`config.mk`:
```
export PLATFORM = sky130hd
export DESIGN_NAME = pud_port
export DESIGN_NICKNAME = d
export VERILOG_FILES = /design/src/include/pud_pkg.sv /design/src/verilog/pud_sync.sv /design/src/verilog/pud_port.sv
export SDC_FILE = /design/constraint.sdc
export NUM_CORES = 1
export LEC_CHECK = 0
export ABC_AREA = 1
export BUFFER_PORTS_ARGS = -buffer_cell sky130_fd_sc_hd__buf_2
export CORE_MARGIN = 5
export CORE_UTILIZATION = 48
export CTS_CLUSTER_DIAMETER = 60
export CTS_CLUSTER_SIZE = 40
export DETAILED_ROUTE_END_ITERATION = 12
export PLACE_DENSITY = 0.74
export SLEW_MARGIN = 10
export SYNTH_ARGS = -nofsm -noshare
export SYNTH_HDL_FRONTEND = slang
export SYNTH_SLANG_ARGS = --single-unit
```
`constraint.sdc`:
```
create_clock -name pclk -period 4.1 [get_ports pclk]
set_clock_uncertainty 0.05 [all_clocks]
set_input_delay 0.82 -clock pclk [delete_from_list [all_inputs] [get_ports pclk]]
set_output_delay 0.82 -clock pclk [all_outputs]
set_load 0.005 [all_outputs]
```
`src/include/pud_pkg.sv`:
```
/*
 * Shared constants and carrier types for the port pull-up and direction block.
 * Assumes a 32-bit APB register bus clocked at 100 MHz with byte addresses.
 */
package pud_pkg;

	localparam int          PORT_W      = 8;
	localparam int          ADDR_W      = 8;
	localparam int          DATA_W      = 32;
	localparam int          MODE_W      = 3;

	// Register byte offsets.
	localparam logic [7:0]  OFF_PE_DIR  = 8'h00;
	localparam logic [7:0]  OFF_PE_PCR  = 8'h04;
	localparam logic [7:0]  OFF_PF_DIR  = 8'h08;
	localparam logic [7:0]  OFF_CTRL    = 8'h0C;
	localparam logic [7:0]  OFF_STATUS  = 8'h10;

	// Control register fields.
	localparam int          CTRL_BUS16  = 0;
	localparam int          CTRL_EXT_EN = 1;

	// Status register fields.
	localparam int          ST_PULLUP   = 0;
	localparam int          ST_MODE     = 8;
	localparam int          ST_HWSTBY   = 11;
	localparam int          ST_SWSTBY   = 12;

	// Operating mode codes taken from the mode pins.
	localparam logic [2:0]  MODE_1      = 3'h1;
	localparam logic [2:0]  MODE_2      = 3'h2;
	localparam logic [2:0]  MODE_4      = 3'h4;
	localparam logic [2:0]  MODE_7      = 3'h7;

	localparam logic [7:0]  PORT_RST    = 8'h00;
	localparam logic [2:0]  MODE_RST    = MODE_7;
	localparam logic [31:0] DATA_ZERO   = 32'h0000_0000;
	localparam int          PIN_SEVEN   = 7;

	// Edges after reset release before the synchronised mode pins are latched.
	localparam logic [2:0]  STRAP_WAIT  = 3'h4;

	typedef struct packed {
		logic ext_exp_en;
		logic bus16;
	} pud_ctrl_t;

	localparam pud_ctrl_t   CTRL_RST    = '{ext_exp_en: 1'b0, bus16: 1'b0};

	typedef struct packed {
		logic              sel;
		logic              enable;
		logic              write;
		logic [ADDR_W-1:0] addr;
		logic [DATA_W-1:0] wdata;
	} pud_apb_req_t;

endpackage

```
`src/verilog/pud_sync.sv`:
```
/*
 * Three-stage synchroniser for pins arriving from outside the clock domain.
 * Assumes the input is quasi-static; a change is accepted only once the
 * second and third stages agree, so a single metastable sample is filtered.
 */
`timescale 1ns/1ns
`default_nettype none

module pud_sync #(
	parameter int           W   = 1,
	parameter logic [W-1:0] RST = '0
) (
	input  wire logic         pclk,
	input  wire logic         presetn,
	input  wire logic         pclk_en,
	input  wire logic [W-1:0] din,
	output var  logic [W-1:0] dout
);

	logic [W-1:0] stage1;
	logic [W-1:0] stage2;
	logic [W-1:0] stage3;
	logic [W-1:0] next_dout;

	always_comb
	begin
		next_dout = dout;
		if (stage2 == stage3)
		begin
			next_dout = stage3;
		end
	end

	always_ff @(posedge pclk or negedge presetn)
	begin
		if (!presetn)
		begin
			stage1 <= RST;
			stage2 <= RST;
			stage3 <= RST;
			dout   <= RST;
		end
		else if (pclk_en)
		begin
			stage1 <= din;
			stage2 <= stage1;
			stage3 <= stage2;
			dout   <= next_dout;
		end
	end

endmodule

`default_nettype wire

```
`src/verilog/pud_port.sv`:
```
/*
 * Port E pull-up control and port F direction register, reached over APB.
 * Assumes an APB master on pclk, mode pins that are static straps, and a
 * hardware standby pin from outside the clock domain.
 */
// The register offsets and register access over APB are this design's own decisions.
// Overview of operation
// - Port E pull-ups work in single-chip mode and in 8-bit bus mode; 16-bit expanded mode forces off.
// - Each port E pull-up is switched on or off per pin.
// - In 8-bit mode, pull-up on when direction bit 0 and pull-up bit 1.
// - Reset and hardware standby hold every port E pull-up off.
// - In normal and software standby, pull-up equals not-direction and pull-up bit.
// - Port F is eight general-purpose pins that may serve other functions.
// - Each port F direction bit selects input or output for its pin.
// - Port F direction register is write-only; reads give no defined value.
// - In 8-bit mode, port E direction 1 means output, 0 input.
// - In expanded modes, pin seven drives the system clock when direction bit set.
`timescale 1ns/1ns
`default_nettype none

module pud_port #(
	parameter int PORT_W = pud_pkg::PORT_W
) (
	input  wire logic                       pclk,
	input  wire logic                       presetn,
	input  wire logic                       pclk_en,
	input  wire logic                       psel,
	input  wire logic                       penable,
	input  wire logic                       pwrite,
	input  wire logic [pud_pkg::ADDR_W-1:0] paddr,
	input  wire logic [pud_pkg::DATA_W-1:0] pwdata,
	output var  logic                       pready,
	output var  logic [pud_pkg::DATA_W-1:0] prdata,
	output var  logic                       pslverr,
	input  wire logic [pud_pkg::MODE_W-1:0] mode_pins,
	input  wire logic                       hw_standby_n,
	input  wire logic                       sw_standby,
	output var  logic [PORT_W-1:0]          port_e_pullup_en,
	output var  logic [PORT_W-1:0]          port_e_oe,
	output var  logic [PORT_W-1:0]          port_f_oe,
	output var  logic                       port_f_pin_seven_clk_sel
);

	pud_pkg::pud_apb_req_t         req;
	logic [PORT_W-1:0]             port_e_direction_bits;
	logic [PORT_W-1:0]             port_e_pullup_ctrl;
	logic [PORT_W-1:0]             port_f_direction_bits;
	pud_pkg::pud_ctrl_t            ctrl;
	logic [pud_pkg::MODE_W-1:0]    op_mode;
	logic [2:0]                    strap_cnt;
	logic                          strap_done;
	logic [pud_pkg::MODE_W-1:0]    mode_sync;
	logic                          hw_standby_n_sync;
	logic                          hw_standby;
	logic                          access;
	logic                          mapped;

	logic [PORT_W-1:0]             next_pe_dir;
	logic [PORT_W-1:0]             next_pe_pcr;
	logic [PORT_W-1:0]             next_pf_dir;
	pud_pkg::pud_ctrl_t            next_ctrl;
	logic [pud_pkg::MODE_W-1:0]    next_op_mode;
	logic [2:0]                    next_strap_cnt;
	logic                          next_strap_done;
	logic                          next_pready;
	logic [pud_pkg::DATA_W-1:0]    next_prdata;
	logic                          next_pslverr;
	logic [PORT_W-1:0]             next_pullup;
	logic [PORT_W-1:0]             next_pe_oe;
	logic                          next_clk_sel;

	// Expanded modes hand port E to the data bus in 16-bit bus mode and pin seven to the clock when its direction bit is set.
	function automatic logic expanded(input logic [pud_pkg::MODE_W-1:0] m, input logic ext);
		expanded = (m == pud_pkg::MODE_1) || (m == pud_pkg::MODE_2) ||
			(m == pud_pkg::MODE_4) || ((m == pud_pkg::MODE_7) && ext);
	endfunction

	function automatic logic port_e_is_io(input logic [pud_pkg::MODE_W-1:0] m,
		input pud_pkg::pud_ctrl_t c);
		port_e_is_io = !expanded(m, c.ext_exp_en) || !c.bus16;
	endfunction

	pud_sync #(
		.W   (pud_pkg::MODE_W),
		.RST (pud_pkg::MODE_RST)
	) u_mode_sync (
		.pclk    (pclk),
		.presetn (presetn),
		.pclk_en (pclk_en),
		.din     (mode_pins),
		.dout    (mode_sync)
	);

	pud_sync #(
		.W   (1),
		.RST (1'b1)
	) u_stby_sync (
		.pclk    (pclk),
		.presetn (presetn),
		.pclk_en (pclk_en),
		.din     (hw_standby_n),
		.dout    (hw_standby_n_sync)
	);

	assign req        = '{sel: psel, enable: penable, write: pwrite, addr: paddr, wdata: pwdata};
	assign hw_standby = !hw_standby_n_sync;
	assign access     = req.sel && req.enable && !pready;
	assign mapped     = (req.addr == pud_pkg::OFF_PE_DIR) || (req.addr == pud_pkg::OFF_PE_PCR) ||
		(req.addr == pud_pkg::OFF_PF_DIR) || (req.addr == pud_pkg::OFF_CTRL) ||
		(req.addr == pud_pkg::OFF_STATUS);

	// Register file, strap capture and APB answer.
	always_comb
	begin
		next_pe_dir     = port_e_direction_bits;
		next_pe_pcr     = port_e_pullup_ctrl;
		next_pf_dir     = port_f_direction_bits;
		next_ctrl       = ctrl;
		next_op_mode    = op_mode;
		next_strap_cnt  = strap_cnt;
		next_strap_done = strap_done;
		next_pready     = access;
		next_prdata     = pud_pkg::DATA_ZERO;
		next_pslverr    = access && !mapped;
		if (!strap_done)
		begin
			// The synchronised pins settle only after the fourth edge, so the
			// capture waits for the fifth; an earlier one latches the reset mode.
			next_strap_cnt = strap_cnt + 3'h1;
			if (strap_cnt == pud_pkg::STRAP_WAIT)
			begin
				// Pin seven leaves reset as clock output only in the expanded modes.
				next_strap_done = 1'b1;
				next_op_mode    = mode_sync;
				next_pf_dir[pud_pkg::PIN_SEVEN] = (mode_sync != pud_pkg::MODE_7);
			end
		end
		if (access && req.write)
		begin
			unique case (req.addr)
				pud_pkg::OFF_PE_DIR: next_pe_dir = req.wdata[PORT_W-1:0];
				pud_pkg::OFF_PE_PCR: next_pe_pcr = req.wdata[PORT_W-1:0];
				pud_pkg::OFF_PF_DIR: next_pf_dir = req.wdata[PORT_W-1:0];
				pud_pkg::OFF_CTRL:
				begin
					next_ctrl.bus16 = req.wdata[pud_pkg::CTRL_BUS16];
					next_ctrl.ext_exp_en = req.wdata[pud_pkg::CTRL_EXT_EN];
				end
				default: next_ctrl = ctrl;
			endcase
		end
		else if (access)
		begin
			// The port F direction register reads as zero; software must not rely on it.
			unique case (req.addr)
				pud_pkg::OFF_PE_DIR: next_prdata[PORT_W-1:0] = port_e_direction_bits;
				pud_pkg::OFF_PE_PCR: next_prdata[PORT_W-1:0] = port_e_pullup_ctrl;
				pud_pkg::OFF_PF_DIR: next_prdata = pud_pkg::DATA_ZERO;
				pud_pkg::OFF_CTRL:
				begin
					next_prdata[pud_pkg::CTRL_BUS16] = ctrl.bus16;
					next_prdata[pud_pkg::CTRL_EXT_EN] = ctrl.ext_exp_en;
				end
				pud_pkg::OFF_STATUS:
				begin
					next_prdata[pud_pkg::ST_PULLUP +: PORT_W]        = port_e_pullup_en;
					next_prdata[pud_pkg::ST_MODE +: pud_pkg::MODE_W] = op_mode;
					next_prdata[pud_pkg::ST_HWSTBY]                  = hw_standby;
					next_prdata[pud_pkg::ST_SWSTBY]                  = sw_standby;
				end
				default: next_prdata = pud_pkg::DATA_ZERO;
			endcase
		end
	end

	// Pin controls are computed from the next register values so that they
	// change on the same edge as the write; software standby leaves them as is.
	always_comb
	begin
		next_pullup  = '0;
		next_pe_oe   = '0;
		if (port_e_is_io(next_op_mode, next_ctrl) && !hw_standby)
		begin
			next_pullup = ~next_pe_dir & next_pe_pcr;
			next_pe_oe  = next_pe_dir;
		end
		next_clk_sel = expanded(next_op_mode, next_ctrl.ext_exp_en) &&
			next_pf_dir[pud_pkg::PIN_SEVEN];
	end

	always_ff @(posedge pclk or negedge presetn)
	begin
		if (!presetn)
		begin
			port_e_direction_bits    <= pud_pkg::PORT_RST;
			port_e_pullup_ctrl       <= pud_pkg::PORT_RST;
			port_f_direction_bits    <= pud_pkg::PORT_RST;
			ctrl                     <= pud_pkg::CTRL_RST;
			op_mode                  <= pud_pkg::MODE_RST;
			strap_cnt                <= '0;
			strap_done               <= 1'b0;
			pready                   <= 1'b0;
			prdata                   <= pud_pkg::DATA_ZERO;
			pslverr                  <= 1'b0;
			port_e_pullup_en         <= pud_pkg::PORT_RST;
			port_e_oe                <= pud_pkg::PORT_RST;
			port_f_oe                <= pud_pkg::PORT_RST;
			port_f_pin_seven_clk_sel <= 1'b0;
		end
		else if (pclk_en)
		begin
			port_e_direction_bits    <= next_pe_dir;
			port_e_pullup_ctrl       <= next_pe_pcr;
			port_f_direction_bits    <= next_pf_dir;
			ctrl                     <= next_ctrl;
			op_mode                  <= next_op_mode;
			strap_cnt                <= next_strap_cnt;
			strap_done               <= next_strap_done;
			pready                   <= next_pready;
			prdata                   <= next_prdata;
			pslverr                  <= next_pslverr;
			port_e_pullup_en         <= next_pullup;
			port_e_oe                <= next_pe_oe;
			port_f_oe                <= next_pf_dir;
			port_f_pin_seven_clk_sel <= next_clk_sel;
		end
	end
endmodule

`default_nettype wire

```
==> results.py <==
metrics = {
    "timing": {
        "drv_slew": 0,
        "hold_viol": 0,
        "fmax_mhz": 440,
        "max_slew.worst_pin.slew_ns": 1.04,
        "setup-tns-final_ns": 0,
        "slew_headroom_pct": 31.0,
        "fin_crit_sh_pct": 55.5,
        "rsz0062_at_grt": "false",
        "min_period_ns": 2.27,
        "timing.hold.ws_ns": 0.431,
        "finalSetupViolations": 0,
    },
    "logic_synthesis": {
        "synth-seq-cells": 81,
        "synthArstFlopShare_pct": 100,
        "syn_avg_cell_area_um2": 8.19,
        "ys_types": 39,
        "yosysWarnings": 0,
        "netlist_area_mm2": 0.00415,
        "ys_seq_area_share_pct": 49.5,
        "synth_flop_cell": "dfrtp_1",
        "synth_edf_count": 0,
        "synth_cells": 506,
    },
    "clock_tree": {
        "ctsResizeCount": 0,
        "clock_latency_ns": 0.35,
        "clk_path_buf_depth": 2,
        "cts_buffers": 9,
        "root_buffer": "clkbuf_8",
        "clkSinkCount": 81,
        "holdBufCountCts": 0,
        "htree_levels": 3,
        "post-cts-setup-buffer-count": 0,
        "cts_tree": "built",
        "cts.clk_slew.worst_paths_ns": 0.08,
    },
    "floorplanning": {
        "io_pins": 110,
        "start_util_pct": 48.5,
        "die_w_um": 103,
        "design.die.area_mm2": 0.0106,
        "core_area_mm2": 0.00855,
        "num_rows": 34,
        "die_h_um": 103,
    },
    "finish": {
        "fillers": 824,
        "drive_above_1_share_pct": 24.8,
        "final_common_cell": "nand2_1",
        "area_delta_synth_final_pct": 13.0,
        "layout_common_cells": "nand2_1 (159), buf_2 (65), dfrtp_1 (62), inv_1 (50), o21ai_0 (40)",
        "nets": 620,
        "n_antenna_cell": 0,
    },
    "global_route": {
        "grt_pass1_wl_um": 16200,
        "grt_use_total_pct": 19.3,
        "grt_max_degree": 82,
        "grt.overflow.total": 0,
        "antenna_found_initial": 0,
        "grt_pass1_vias": 3498,
    },
    "detailed_routing": {
        "drc_errors": 0,
        "vias": 3459,
        "wirelength_um": 9620,
        "firstDrtPassIters": 4,
        "routed_via_density": 5.09,
        "antenna_left": 0,
        "dr.first_iter.drc_count": 183,
        "wire_per_inst_um": 14.2,
    },
    "worst_hold_path": {
        "min_path_cells": 2,
        "min-delay-start": "port_e_oe[6]$_DFFE_PN0P_",
        "min_to": "port_e_oe[6]$_DFFE_PN0P_",
        "hold_path.class": "flop to flop",
    },
    "outcome": {
        "status": "completed",
    },
    "power_and_ir_drop": {
        "ir_drop_mv": 0.207,
        "p_leak_uw": 0.00254,
        "power-per-cell-area_mw_per_mm2": 396,
    },
    "worst_setup_path": {
        "critical-path-slowest-cell": "buf_4",
        "cp_common_cell": "nand2_1",
        "critical_path_arrival_ns": 2.48,
        "cp-startpoint": "pclk_en",
        "path_cells": "buf_2 -> buf_4 -> nand2_1 -> nor2_1 -> nand2_1 -> o21ai_0",
        "max_stage_delay_ns": 0.40,
        "end_kind": "flop",
        "cp.required_ns": 4.31,
        "critical_path_class": "input pin to flop",
        "rrSetupSlack_ns": 2.13,
        "cp_top_family": "buffers and inverters",
        "regToRegEndpoint": "port_e_oe[0]$_DFFE_PN0P_",
        "cp-start-kind": "input pin",
        "rr_worst_depth": 13,
        "critical_path_buf_inv_count": 2,
        "cp_max_fo": 33,
        "timing.rr.start": "strap_cnt[0]$_DFFE_PN0P_",
    },
    "place": {
        "hpwl_um": 6560,
        "gp_congestion": 0.844,
        "io_buffers": 66,
    },
    "job": {
        "drv_cap": 0,
    },
}
-- synth_stat cells (3+ instances only) --
master	count	area share (%)
nand3_1	29	3.5
a21oi_1	8	0.97
buf_4	21	3.8
o21ai_0	40	4.8
o21ai_1	11	1.3
nand4_1	4	0.60
inv_2	8	0.72
o21bai_1	8	1.4
nor2_1	24	2.2
nand3_2	13	3.1
nand2_1	159	14
nor2_4	4	1.1
inv_1	50	4.5
nor2_2	3	0.45
dfstp_2	19	12
o21ai_2	5	1.1
clkbuf_1	11	1.0
dfrtp_1	62	37
nand2_4	3	0.81
-- worst reg2reg max path, stage by stage (launching register included) --
cell and delay [ns]:
dfrtp_1 0.42, inv_1 0.07, ha_1 0.16, nand2_1 0.08
nor2_2 0.18, nand2_1 0.11, nand2_1 0.13, inv_2 0.05
nor2_1 0.10, nand2_1 0.07, nand3_2 0.09, nand2_4 0.18
nand3_1 0.14, nand2_1 0.06
-- flip-flops by register name, summed over array words and instances (netlist names), 2 cells and up --
register and count:
prdata 13, u_mode_sync.stage3 3, ctrl 2, port_e_pullup_en 8, port_f_direction_bits 8, strap_cnt 3
port_e_pullup_ctrl 8, port_e_oe 8, op_mode 3, u_mode_sync.dout 3, u_mode_sync.stage2 3, port_e_direction_bits 8
u_mode_sync.stage1 3
-- layout make-up --
class | instances | area, µm² | share of cell area, %
clock buffer | 11 | 163 | 3.47
clock inverter | 5 | 58.8 | 1.25
inverter | 59 | 221 | 4.73
multi-input combinational | 347 | 1700 | 36.3
sequential | 81 | 2050 | 43.8
tap | 108 | 135 | 2.88
timing repair buffer | 69 | 355 | 7.58
-- kinds of logic after synthesis --
group	after synthesis	share of synthesized area, %
xor gates and xnor gates	3	0.634
and+or+nand+nor	246	27.5
DFF	81	49.5
adders and majority gates	2	0.603
other	1	0.0904
buffers and inverters	96	11.1
AOI/OAI and AO/OA	77	10.6
-- how the worst max path moves through the flow --
stage	slack, ns	cells after the start	endpoint
after CTS	1.87	6	prdata[2]$_DFFE_PN0P_
after global routing	1.72	10	port_e_pullup_en[4]$_DFFE_PN0P_
after floorplan	2.06	9	port_e_oe[2]$_DFFE_PN0P_
after global placement	1.57	10	port_e_pullup_en[4]$_DFFE_PN0P_
after detailed placement	1.54	10	port_e_pullup_en[2]$_DFFE_PN0P_
final	1.83	6	prdata[2]$_DFFE_PN0P_
-- stage by stage --
| stage | util, % | setup WS, ns | power, µW | cell area (µm²) | instances |
|---|---|---|---|---|---|
| 2_1_floorplan | - | 2.06 | 1150 | 4210 | 524 |
| 3_3_place_gp | 52.2 | 1.57 | 1220 | 4470 | 664 |
| 3_5_place_dp | 52.2 | 1.54 | 1230 | 4470 | 664 |
| 4_1_cts | 54.8 | 1.87 | 1870 | 4690 | 680 |
| 5_1_grt | 54.8 | 1.72 | 1960 | 4690 | 680 |
| 6_report | 54.8 | 1.83 | 1860 | 4690 | 680 |
-- routing by layer --
layer  track usage (%)  wire [µm]
met5                 0          0
met4              4.68         63
met3              5.21        684
met2              32.9       4740
met1              24.4       4130
-- power by group --
part / internal, µW / leakage, µW / total (µW) / switching [µW]
combinational: 93.6 / 0.00139 / 262 / 168
sequential: 899 / 0.00103 / 957 / 58.6
clock: 338 / 0.000115 / 639 / 301
total: 1330 / 0.00254 / 1860 / 528
(Power assumes the default switching activity.)
